[config.mk]
export PLATFORM = sky130hd
export DESIGN_NAME = iesl_top
export DESIGN_NICKNAME = d
export VERILOG_FILES = /design/src/logic/iesl_pkg.sv /design/src/logic/iesl_sync.sv /design/src/logic/iesl_mask.sv /design/src/logic/iesl_top.sv
export VERILOG_INCLUDE_DIRS = /design/src /design/src/logic
export SDC_FILE = /design/constraint.sdc
export NUM_CORES = 1
export LEC_CHECK = 0
export ABC_AREA = 1
export BUFFER_PORTS_ARGS = -buffer_cell sky130_fd_sc_hd__buf_4
export CORE_UTILIZATION = 40
export DETAILED_ROUTE_END_ITERATION = 8
export GPL_ROUTABILITY_DRIVEN = 0
export PLACE_DENSITY = 0.66
export RECOVER_POWER = 50
export SETUP_SLACK_MARGIN = 0.02
export SYNTH_ARGS = -nofsm -noshare
export SYNTH_HDL_FRONTEND = slang
export SYNTH_SLANG_ARGS = --single-unit
[constraint.sdc]
create_clock -name clk_i -period 1.8 [get_ports clk_i]
set_input_delay 0.18 -clock clk_i [delete_from_list [all_inputs] [get_ports clk_i]]
set_output_delay 0.18 -clock clk_i [all_outputs]
set_load 0.05 [all_outputs]
[src/logic/iesl_map.svh]
// Register offsets, reset values and field positions of the interrupt enable/status block.
// Assumes inclusion by bare name from logic/ files only.
`ifndef IESL_MAP_SVH
`define IESL_MAP_SVH

// Byte offsets on the AXI4-Lite slave, one aligned word each
`define IESL_OFF_STATUS_LOW 4'h0
`define IESL_OFF_STATUS_MID 4'h4
`define IESL_OFF_ENABLE_LOW 4'h8
`define IESL_OFF_ENABLE_MID 4'hC
// Reset value of both enable registers
`define IESL_ENABLE_RST 16'hFFFF
// Unused source zero position
`define IESL_SRC0_BIT 0
// AXI response codes
`define IESL_RESP_OKAY 2'h0
`define IESL_RESP_SLVERR 2'h2

`endif

[src/logic/iesl_pkg.sv]
// Types shared by the interrupt enable/status block.
// Assumes iesl_map.svh for numbers; holds types only.
package iesl_pkg;

    // Register selector decoded from a word address
    typedef enum logic [2:0] {
        IESL_SEL_STATUS_LOW,
        IESL_SEL_STATUS_MID,
        IESL_SEL_ENABLE_LOW,
        IESL_SEL_ENABLE_MID,
        IESL_SEL_NONE
    } iesl_sel_e;

    // Read answer carried as one bundle
    typedef struct packed {
        logic [31:0] data;
        logic [1:0] resp;
    } iesl_rd_s;

    // Write request bundle after the address and data are both taken
    typedef struct packed {
        logic [3:0] addr;
        logic [31:0] data;
        logic [3:0] strb;
    } iesl_wr_s;

endpackage : iesl_pkg

[src/logic/iesl_sync.sv]
// Two-flop synchroniser for the 31 peripheral request levels.
// Assumes requests come from outside this clock's domain.
module iesl_sync (
    input wire logic clk_i,
    input wire logic sys_rst_i,
    input wire logic [31:1] req_i,
    output logic [31:1] req_o
);
    logic [31:1] meta_r; // First stage, read only by second stage
    logic [31:1] hold_r; // Second stage

    // Two flops before any logic looks at the requests
    always_ff @(posedge clk_i) begin
        if (sys_rst_i) begin
            meta_r <= '0;
            hold_r <= '0;
        end else begin
            meta_r <= req_i;
            hold_r <= meta_r;
        end
    end

    assign req_o = hold_r;
endmodule : iesl_sync

[src/logic/iesl_mask.sv]
// Enable gating of synchronised requests toward the priority encoder.
// Assumes enables and requests share one clock.
module iesl_mask (
    input wire logic [31:1] req_i,
    input wire logic [15:0] enable_low_i,
    input wire logic [15:0] enable_mid_i,
    output logic [31:0] masked_o
);
    logic [31:0] allow; // Combined enables, bit 0 forced off

    // Source zero has no request; its enable bit is ignored
    assign allow = {enable_mid_i, enable_low_i[15:1], 1'b0}; // [RULE3]
    // Only active and enabled sources pass; 0 blocks, 1 allows
    assign masked_o = {req_i, 1'b0} & allow; // [RULE5] [RULE12]
endmodule : iesl_mask

[src/logic/iesl_top.sv]
// Interrupt enable masks and raw status for maskable sources 1..31, AXI4-Lite slave.
// Assumes level requests from peripherals and a priority encoder fed by masked_req_o.
//
// Overview of operation
// RULE1 - Low enable bits 15..1 gate sources 15..1
// RULE2 - Low enable resets to all ones
// RULE3 - Low enable bit 0 has no effect
// RULE4 - Mid enable bit n gates source n+16
// RULE5 - Enable 0 blocks, 1 allows
// RULE6 - Status registers read-only, ignore enables
// RULE7 - Low status bits 15..1 show requests
// RULE8 - Low status bit 0 reads zero
// RULE9 - Mid status bits show requests 31..16
// RULE10 - Status bit reads 1 while requesting
// RULE11 - Sources hold requests as levels
// RULE12 - Forward active enabled requests to encoder
// RULE13 - Enable writes next edge, status writes ignored
module iesl_top (
    input wire logic clk_i,
    input wire logic sys_rst_i,
    input wire logic [31:1] irq_req_i,
    output logic [31:0] masked_req_o,
    input wire logic [31:0] s_axi_awaddr,
    input wire logic s_axi_awvalid,
    output logic s_axi_awready,
    input wire logic [31:0] s_axi_wdata,
    input wire logic [3:0] s_axi_wstrb,
    input wire logic s_axi_wvalid,
    output logic s_axi_wready,
    output logic [1:0] s_axi_bresp,
    output logic s_axi_bvalid,
    input wire logic s_axi_bready,
    input wire logic [31:0] s_axi_araddr,
    input wire logic s_axi_arvalid,
    output logic s_axi_arready,
    output logic [31:0] s_axi_rdata,
    output logic [1:0] s_axi_rresp,
    output logic s_axi_rvalid,
    input wire logic s_axi_rready
);
`include "iesl_map.svh"

    ////////////////////////////////////////////////////////////////////////////////
    // Declarations

    logic [31:1] req_sync; // Requests after two flops
    logic [31:0] masked; // Gated requests, combinational
    logic [15:0] enable_low_r; // Source allow bits 15..0
    logic [15:0] enable_mid_r; // Source allow bits 31..16
    logic [15:0] status_low; // Raw active bits 15..0
    logic [15:0] status_mid; // Raw active bits 31..16
    logic aw_got_r; // Write address held
    logic w_got_r; // Write data held
    logic aw_bad_r; // Held write address lies outside the map
    iesl_pkg::iesl_wr_s wr_r; // Captured write request
    iesl_pkg::iesl_rd_s rd_nxt; // Read answer being formed
    logic wr_fire; // Both halves of a write present
    iesl_pkg::iesl_sel_e wr_sel; // Target of the write

    // Word address decode, shared by read and write paths
    function automatic iesl_pkg::iesl_sel_e decode_sel(input logic [31:0] addr);
        iesl_pkg::iesl_sel_e sel;
        sel = iesl_pkg::IESL_SEL_NONE;
        if (addr[31:4] == 28'h0000000) begin
            unique case ({addr[3:2], 2'b00})
                `IESL_OFF_STATUS_LOW: sel = iesl_pkg::IESL_SEL_STATUS_LOW;
                `IESL_OFF_STATUS_MID: sel = iesl_pkg::IESL_SEL_STATUS_MID;
                `IESL_OFF_ENABLE_LOW: sel = iesl_pkg::IESL_SEL_ENABLE_LOW;
                `IESL_OFF_ENABLE_MID: sel = iesl_pkg::IESL_SEL_ENABLE_MID;
            endcase
        end
        return sel;
    endfunction : decode_sel

    // Byte-lane merge of a 16-bit register with write data
    function automatic logic [15:0] merge16(input logic [15:0] old_v, input logic [31:0] d,
                                            input logic [3:0] strb);
        logic [15:0] v;
        v = old_v;
        if (strb[0]) v[7:0] = d[7:0];
        if (strb[1]) v[15:8] = d[15:8];
        return v;
    endfunction : merge16

    ////////////////////////////////////////////////////////////////////////////////
    // Request path

    iesl_sync u_sync (
        .clk_i(clk_i),
        .sys_rst_i(sys_rst_i),
        .req_i(irq_req_i),
        .req_o(req_sync)
    );

    // Relies on sources holding levels until serviced; pulses shorter than one
    // clock may be missed by the synchroniser
    iesl_mask u_mask (
        .req_i(req_sync), // [RULE11]
        .enable_low_i(enable_low_r),
        .enable_mid_i(enable_mid_r),
        .masked_o(masked)
    );

    // Registered output toward the priority encoder
    always_ff @(posedge clk_i) begin
        if (sys_rst_i) begin
            masked_req_o <= '0;
        end else begin
            masked_req_o <= masked; // [RULE12]
        end
    end

    // Raw status, independent of enables
    assign status_low = {req_sync[15:1], 1'b0}; // [RULE6] [RULE7] [RULE8] [RULE10]
    assign status_mid = req_sync[31:16]; // [RULE9] [RULE10]

    ////////////////////////////////////////////////////////////////////////////////
    // Write channel

    assign wr_fire = aw_got_r && w_got_r && !s_axi_bvalid;
    // Only four address bits are kept, so an unmapped address needs its own flag
    assign wr_sel = aw_bad_r ? iesl_pkg::IESL_SEL_NONE : decode_sel({28'h0000000, wr_r.addr});

    // Address capture; ready only while no address held
    always_ff @(posedge clk_i) begin
        if (sys_rst_i) begin
            aw_got_r <= 1'b0;
            s_axi_awready <= 1'b1;
            wr_r.addr <= 4'h0;
            aw_bad_r <= 1'b0;
        end else if (s_axi_awready && s_axi_awvalid) begin
            aw_got_r <= 1'b1;
            s_axi_awready <= 1'b0;
            wr_r.addr <= s_axi_awaddr[3:0];
            aw_bad_r <= (s_axi_awaddr[31:4] != 28'h0000000); // [RULE13]
        end else if (wr_fire) begin
            aw_got_r <= 1'b0;
        end else if (!aw_got_r && !s_axi_bvalid) begin
            s_axi_awready <= 1'b1;
        end
    end

    // Data capture; either order with the address
    always_ff @(posedge clk_i) begin
        if (sys_rst_i) begin
            w_got_r <= 1'b0;
            s_axi_wready <= 1'b1;
            wr_r.data <= 32'h00000000;
            wr_r.strb <= 4'h0;
        end else if (s_axi_wready && s_axi_wvalid) begin
            w_got_r <= 1'b1;
            s_axi_wready <= 1'b0;
            wr_r.data <= s_axi_wdata;
            wr_r.strb <= s_axi_wstrb;
        end else if (wr_fire) begin
            w_got_r <= 1'b0;
        end else if (!w_got_r && !s_axi_bvalid) begin
            s_axi_wready <= 1'b1;
        end
    end

    // Enable registers: reset to all ones, written the edge after both halves
    always_ff @(posedge clk_i) begin
        if (sys_rst_i) begin
            enable_low_r <= `IESL_ENABLE_RST; // [RULE2]
            enable_mid_r <= `IESL_ENABLE_RST; // [RULE4]
        end else if (wr_fire) begin
            if (wr_sel == iesl_pkg::IESL_SEL_ENABLE_LOW) begin
                enable_low_r <= merge16(enable_low_r, wr_r.data, wr_r.strb); // [RULE1] [RULE13]
            end
            if (wr_sel == iesl_pkg::IESL_SEL_ENABLE_MID) begin
                enable_mid_r <= merge16(enable_mid_r, wr_r.data, wr_r.strb); // [RULE4] [RULE13]
            end
        end
    end

    // Write response; status writes are dropped with OKAY, unmapped gets SLVERR
    always_ff @(posedge clk_i) begin
        if (sys_rst_i) begin
            s_axi_bvalid <= 1'b0;
            s_axi_bresp <= `IESL_RESP_OKAY;
        end else if (wr_fire) begin
            s_axi_bvalid <= 1'b1;
            s_axi_bresp <= (wr_sel == iesl_pkg::IESL_SEL_NONE) ? `IESL_RESP_SLVERR
                                                              : `IESL_RESP_OKAY; // [RULE13]
        end else if (s_axi_bready) begin
            s_axi_bvalid <= 1'b0;
        end
    end

    ////////////////////////////////////////////////////////////////////////////////
    // Read channel

    // Read mux; upper sixteen bits always zero
    always_comb begin
        rd_nxt.data = 32'h00000000;
        rd_nxt.resp = `IESL_RESP_OKAY;
        unique case (decode_sel(s_axi_araddr))
            iesl_pkg::IESL_SEL_STATUS_LOW: rd_nxt.data[15:0] = status_low; // [RULE6]
            iesl_pkg::IESL_SEL_STATUS_MID: rd_nxt.data[15:0] = status_mid; // [RULE6]
            iesl_pkg::IESL_SEL_ENABLE_LOW: rd_nxt.data[15:0] = enable_low_r;
            iesl_pkg::IESL_SEL_ENABLE_MID: rd_nxt.data[15:0] = enable_mid_r;
            iesl_pkg::IESL_SEL_NONE: rd_nxt.resp = `IESL_RESP_SLVERR;
        endcase
    end

    // One read in flight; arready drops while the answer waits
    always_ff @(posedge clk_i) begin
        if (sys_rst_i) begin
            s_axi_arready <= 1'b1;
            s_axi_rvalid <= 1'b0;
            s_axi_rdata <= 32'h00000000;
            s_axi_rresp <= `IESL_RESP_OKAY;
        end else if (s_axi_arready && s_axi_arvalid) begin
            s_axi_arready <= 1'b0;
            s_axi_rvalid <= 1'b1;
            s_axi_rdata <= rd_nxt.data;
            s_axi_rresp <= rd_nxt.resp;
        end else if (s_axi_rvalid && s_axi_rready) begin
            s_axi_rvalid <= 1'b0;
            s_axi_arready <= 1'b1;
        end
    end

endmodule : iesl_top

Word-level counts from Yosys, hierarchy flattened:

Index checks and enable logic that the tools add are counted.

* register bits: 176
* bits of input ports: 138
* output and inout port bits: 73
* word-level logic and storage cells: 87

* equality and inequality tests: 15
* mux-type cells: 22
* bitwise operators: 1
* reduce and logical (&&, ||, !) cells: 28

Operators with widths (number)
* $pmux 16 s4: 1
* $and 32x32->32: 1
* $logic_not 28->1: 1
* $reduce_bool 28->1: 1
* $pmux 3 s4: 2
* $mux 1: 15
* $eq 3x2->1 const B: 4
* $reduce_and 3->1: 4
* $reduce_bool 2->1: 6
* $eq 2x2->1 const B: 4
* $logic_and 1x1->1: 8
* $eq 3x3->1 const B: 2
* $mux 3: 2
* $eq 2x1->1 const B: 2
* $logic_not 2->1: 2
* $mux 2: 2
* $ne 2x1->1 const B: 2
* $reduce_and 2->1: 2
* $eq 3x1->1 const B: 1
* $logic_not 1->1: 3
* $logic_not 3->1: 1

Logic depth before layout (Yosys ltp):

* depth in word-level cells: 5
* mapped depth: 12
* depth with buffers taken out: 11

Hierarchy:

A second synthesis with hierarchy kept.

* cell total of the unflattened synthesis: 885
* area, all modules: 6673.9 um^2

By module, submodules not included
* iesl_top: times used 1, cells an instance 628, area an instance 4644.5 um^2, sequential area each 2202.1 um^2
* iesl_sync: times used 1, cells an instance 193, area an instance 1785.5 um^2, sequential area each 1241.2 um^2
* iesl_mask: times used 1, cells an instance 64, area an instance 244.0 um^2, sequential area each 0.0 um^2

Worst setup path after synthesis:

No wires, ideal clock.

* path kind: register to register
* start: register s_axi_arready
* end: register s_axi_rdata[10]
* setup time: 70 ps
* arrival time: 1707 ps
* data required time: 1730 ps
* slack: 24 ps
* stages on the path, launching flop included: 6
* buffers on the path: 1
* clock period less this slack: 1776 ps
* path through: dfxtp_1 nand2_1 nor3_4 buf_2 nand2_1 a21oi_2

* longest elaborated chain between the ends: 1

RTL lines
* start, declared: line iesl_top.sv:35 `output logic s_axi_arready,`
* start signal, assigned: line iesl_top.sv:210 `s_axi_arready <= 1'b1;`
* start signal, assigned: line iesl_top.sv:215 `s_axi_arready <= 1'b0;`
* start signal, assigned: line iesl_top.sv:221 `s_axi_arready <= 1'b1;`
* $logic_and 1x1->1: line iesl_top.sv:214 `end else if (s_axi_arready && s_axi_arvalid) begin`
* end signal, assigned: line iesl_top.sv:217 `s_axi_rdata <= rd_nxt.data;`
* end, declared: line iesl_top.sv:36 `output logic [31:0] s_axi_rdata,`

Every way passes these cells.
A chain may end at the register's enable or synchronous reset.

Final worst setup path:

* start: register s_axi_arready
* end: register s_axi_rdata[12]

The elaborated chain is that of the path after synthesis.

==> qor.csv <==
metric,value,unit
run_status,"complete, no violations",
yosysTopAreaCell,dfxtp_1,
synth.top_cell.area_share,0.538,
fill_cells,1446,
post-cts-setup-buffers,0,
skew,0.00584,ns
cap_violations,0,
core.rowCount,45,
die_h,128,microns
root_buffer,clkbuf_16,
grt_max_degree,116,
fin_crit,1.55,ns
power_density,1010,nW/um^2
grt_usage,0.199,
setup_tns,0,ns
synthTopCellsByCount,"171 x dfxtp_1, 162 x nand2_1, 153 x nor2_1",
dieArea,16400,sq um
num_io_pins,211,
cp.arrival,1.88,ns
place_inst,1176,
p_leak,4.17,nW
clock-sinks,171,
vias,5689,
drt_iter0_markers,310,
layout.cells.non_filler,1248,
period_share,0.858,
maxSlewViolCount,0,
fp.dieW,128,microns
tightest_slew,1.35,ns
numCtsBuffers,17,
grt_pass1_wl,25.0,mm
yosysSeqAreaShare,0.538,
core_area,15400,sq um
first_pass_iters,5,
synthTopCellsByArea,"dfxtp_1 54%, nand2_1 9.6%, nor2_1 9.0%",
htreeDepth,4,
yosysWarnings,0,
path_class,reg -> reg,
wl_per_cell,12.5,microns
synth_flop_cell,dfxtp_1,
path_max_fanout,18,
clock_latency,0.43,ns
routed_wl,15.6,mm
critPathLaunchType,flip-flop,
drive_gt1_frac,0.223,
setup.worst_path.end_class,flip-flop,
hold_viol_final,0,
peakVddDrop,0.680,mV
hp-class,in -> reg,
portBuffers,169,
synthCells,821,
clk_pin_slew_worst_paths,0.06,ns
avgViaCountPerCell,4.56,
cts_tree,done,
area_growth,38.5,%
ant_nets,0,
syn_area_per_cell,7.74,sq um
hold_buffers,40,
fmax,0.647,GHz
grt_pass1_vias,5264,
synth.cell_area,6360,sq um
setup_viol,0,
ys_types,27,
antennaDiodeCount,0,
rsz0062_at_grt,false,
drcViolationCount,0,
cts-resized-gates,0,
synth-edff-count,0,
cp.required,2.13,ns
post-route-util,0.573,
post-dp-hpwl,10.6,mm
slew-limit-headroom,0.0979,
total_power,0.00888,W
yosysMostFrequentCell,dfxtp_1,
start_util,0.414,
synth-async-reset-ratio,0,
nets,1162,
grt_overflow_total,0,
antenna_found_initial,0,
cts_buffer_depth,2,
place_area,7790,sq um
fin_area,8810,sq um
synth_seq_cells,171,
-- cells by family (layout without fill, tap and decap cells) --
logic type / count (synthesis) / in the layout / synth area share
other: 1 / 19 / 0.000590
AOI/OAI and AO/OA: 49 / 49 / 0.0478
and+or+nand+nor: 447 / 447 / 0.305
buffers and inverters: 153 / 351 / 0.108
DFF: 171 / 171 / 0.538
-- worst paths after layout --
kind | cells after the start | end | slack, ns | start
min | 3 | wr_r[5]$_SDFFE_PP0P_ | 0.02 | s_axi_wdata[1]
max reg2reg | 4 | s_axi_rdata[12]$_SDFFE_PP0P_ | 0.25 | s_axi_arready$_SDFFE_PP1P_
max | 4 | s_axi_rdata[12]$_SDFFE_PP0P_ | 0.25 | s_axi_arready$_SDFFE_PP1P_
min reg2reg | 2 | u_sync.req_o[30]$_SDFF_PP0_ | 0.40 | u_sync.meta_r[30]$_SDFF_PP0_
-- stage by stage --
step,setup WS [ns],hold slack [ns]
after floorplan,0.0236,0.287
after global placement,0.0267,0.382
after detailed placement,0.0146,0.389
after CTS,0.246,0.00645
after global routing,0.0717,0.0180
final,0.255,0.0209
-- worst max-delay path, stage by stage, from the launching register on --
cell and delay (ns):
dfxtp_1 0.33, nand2_1 0.13, clkbuf_1 0.67, nand2_1 0.15, a21oi_2 0.17
-- where the power goes --
group | internal [W] | switching, W
Clock | 0.00261 | 0.00145
Sequential | 0.00392 | 0.0000726
Combinational | 0.000338 | 0.000481
Total | 0.00688 | 0.00201
-- layer usage --
layer,track usage,vias to the layer above,wire (microns)
met3,0.0530,16,939
li1,-,2937,-
met5,0,-,0
met4,0.0775,0,236
met2,0.339,179,7660
met1,0.239,2557,6720
-- placed cells by master (no fill, tap or decap), drive strengths merged --
master,instances
buf,173
dfxtp,171
nand2,164
nor2,160
inv,96
nand3,79
dlygate4sd3,40
nand4,34
clkbuf,33
o21ai,24
a21oi,24
conb,19
nor4,7
bufinv,5
clkinv,4
nor3,2
and2,1
a211oi,1
-- flip-flops by register name (all words and copies together) (netlist names), 16 cells and up --
name           cells
enable_low_r      16
wr_r              20
masked_req_o      31
s_axi_rdata       16
enable_mid_r      16
u_sync.meta_r     31
u_sync.req_o      31
-- layout make-up --
type	count	area, sq um	share of cell area
Clock buffer	22	484	0.0550
Clock inverter	10	183	0.0207
Inverter	95	357	0.0405
Multi-Input combinational cell	515	2320	0.263
Sequential cell	171	3420	0.389
Tap cell	211	264	0.0300
Timing Repair Buffer	224	1780	0.202
(Power assumes the default switching activity.)
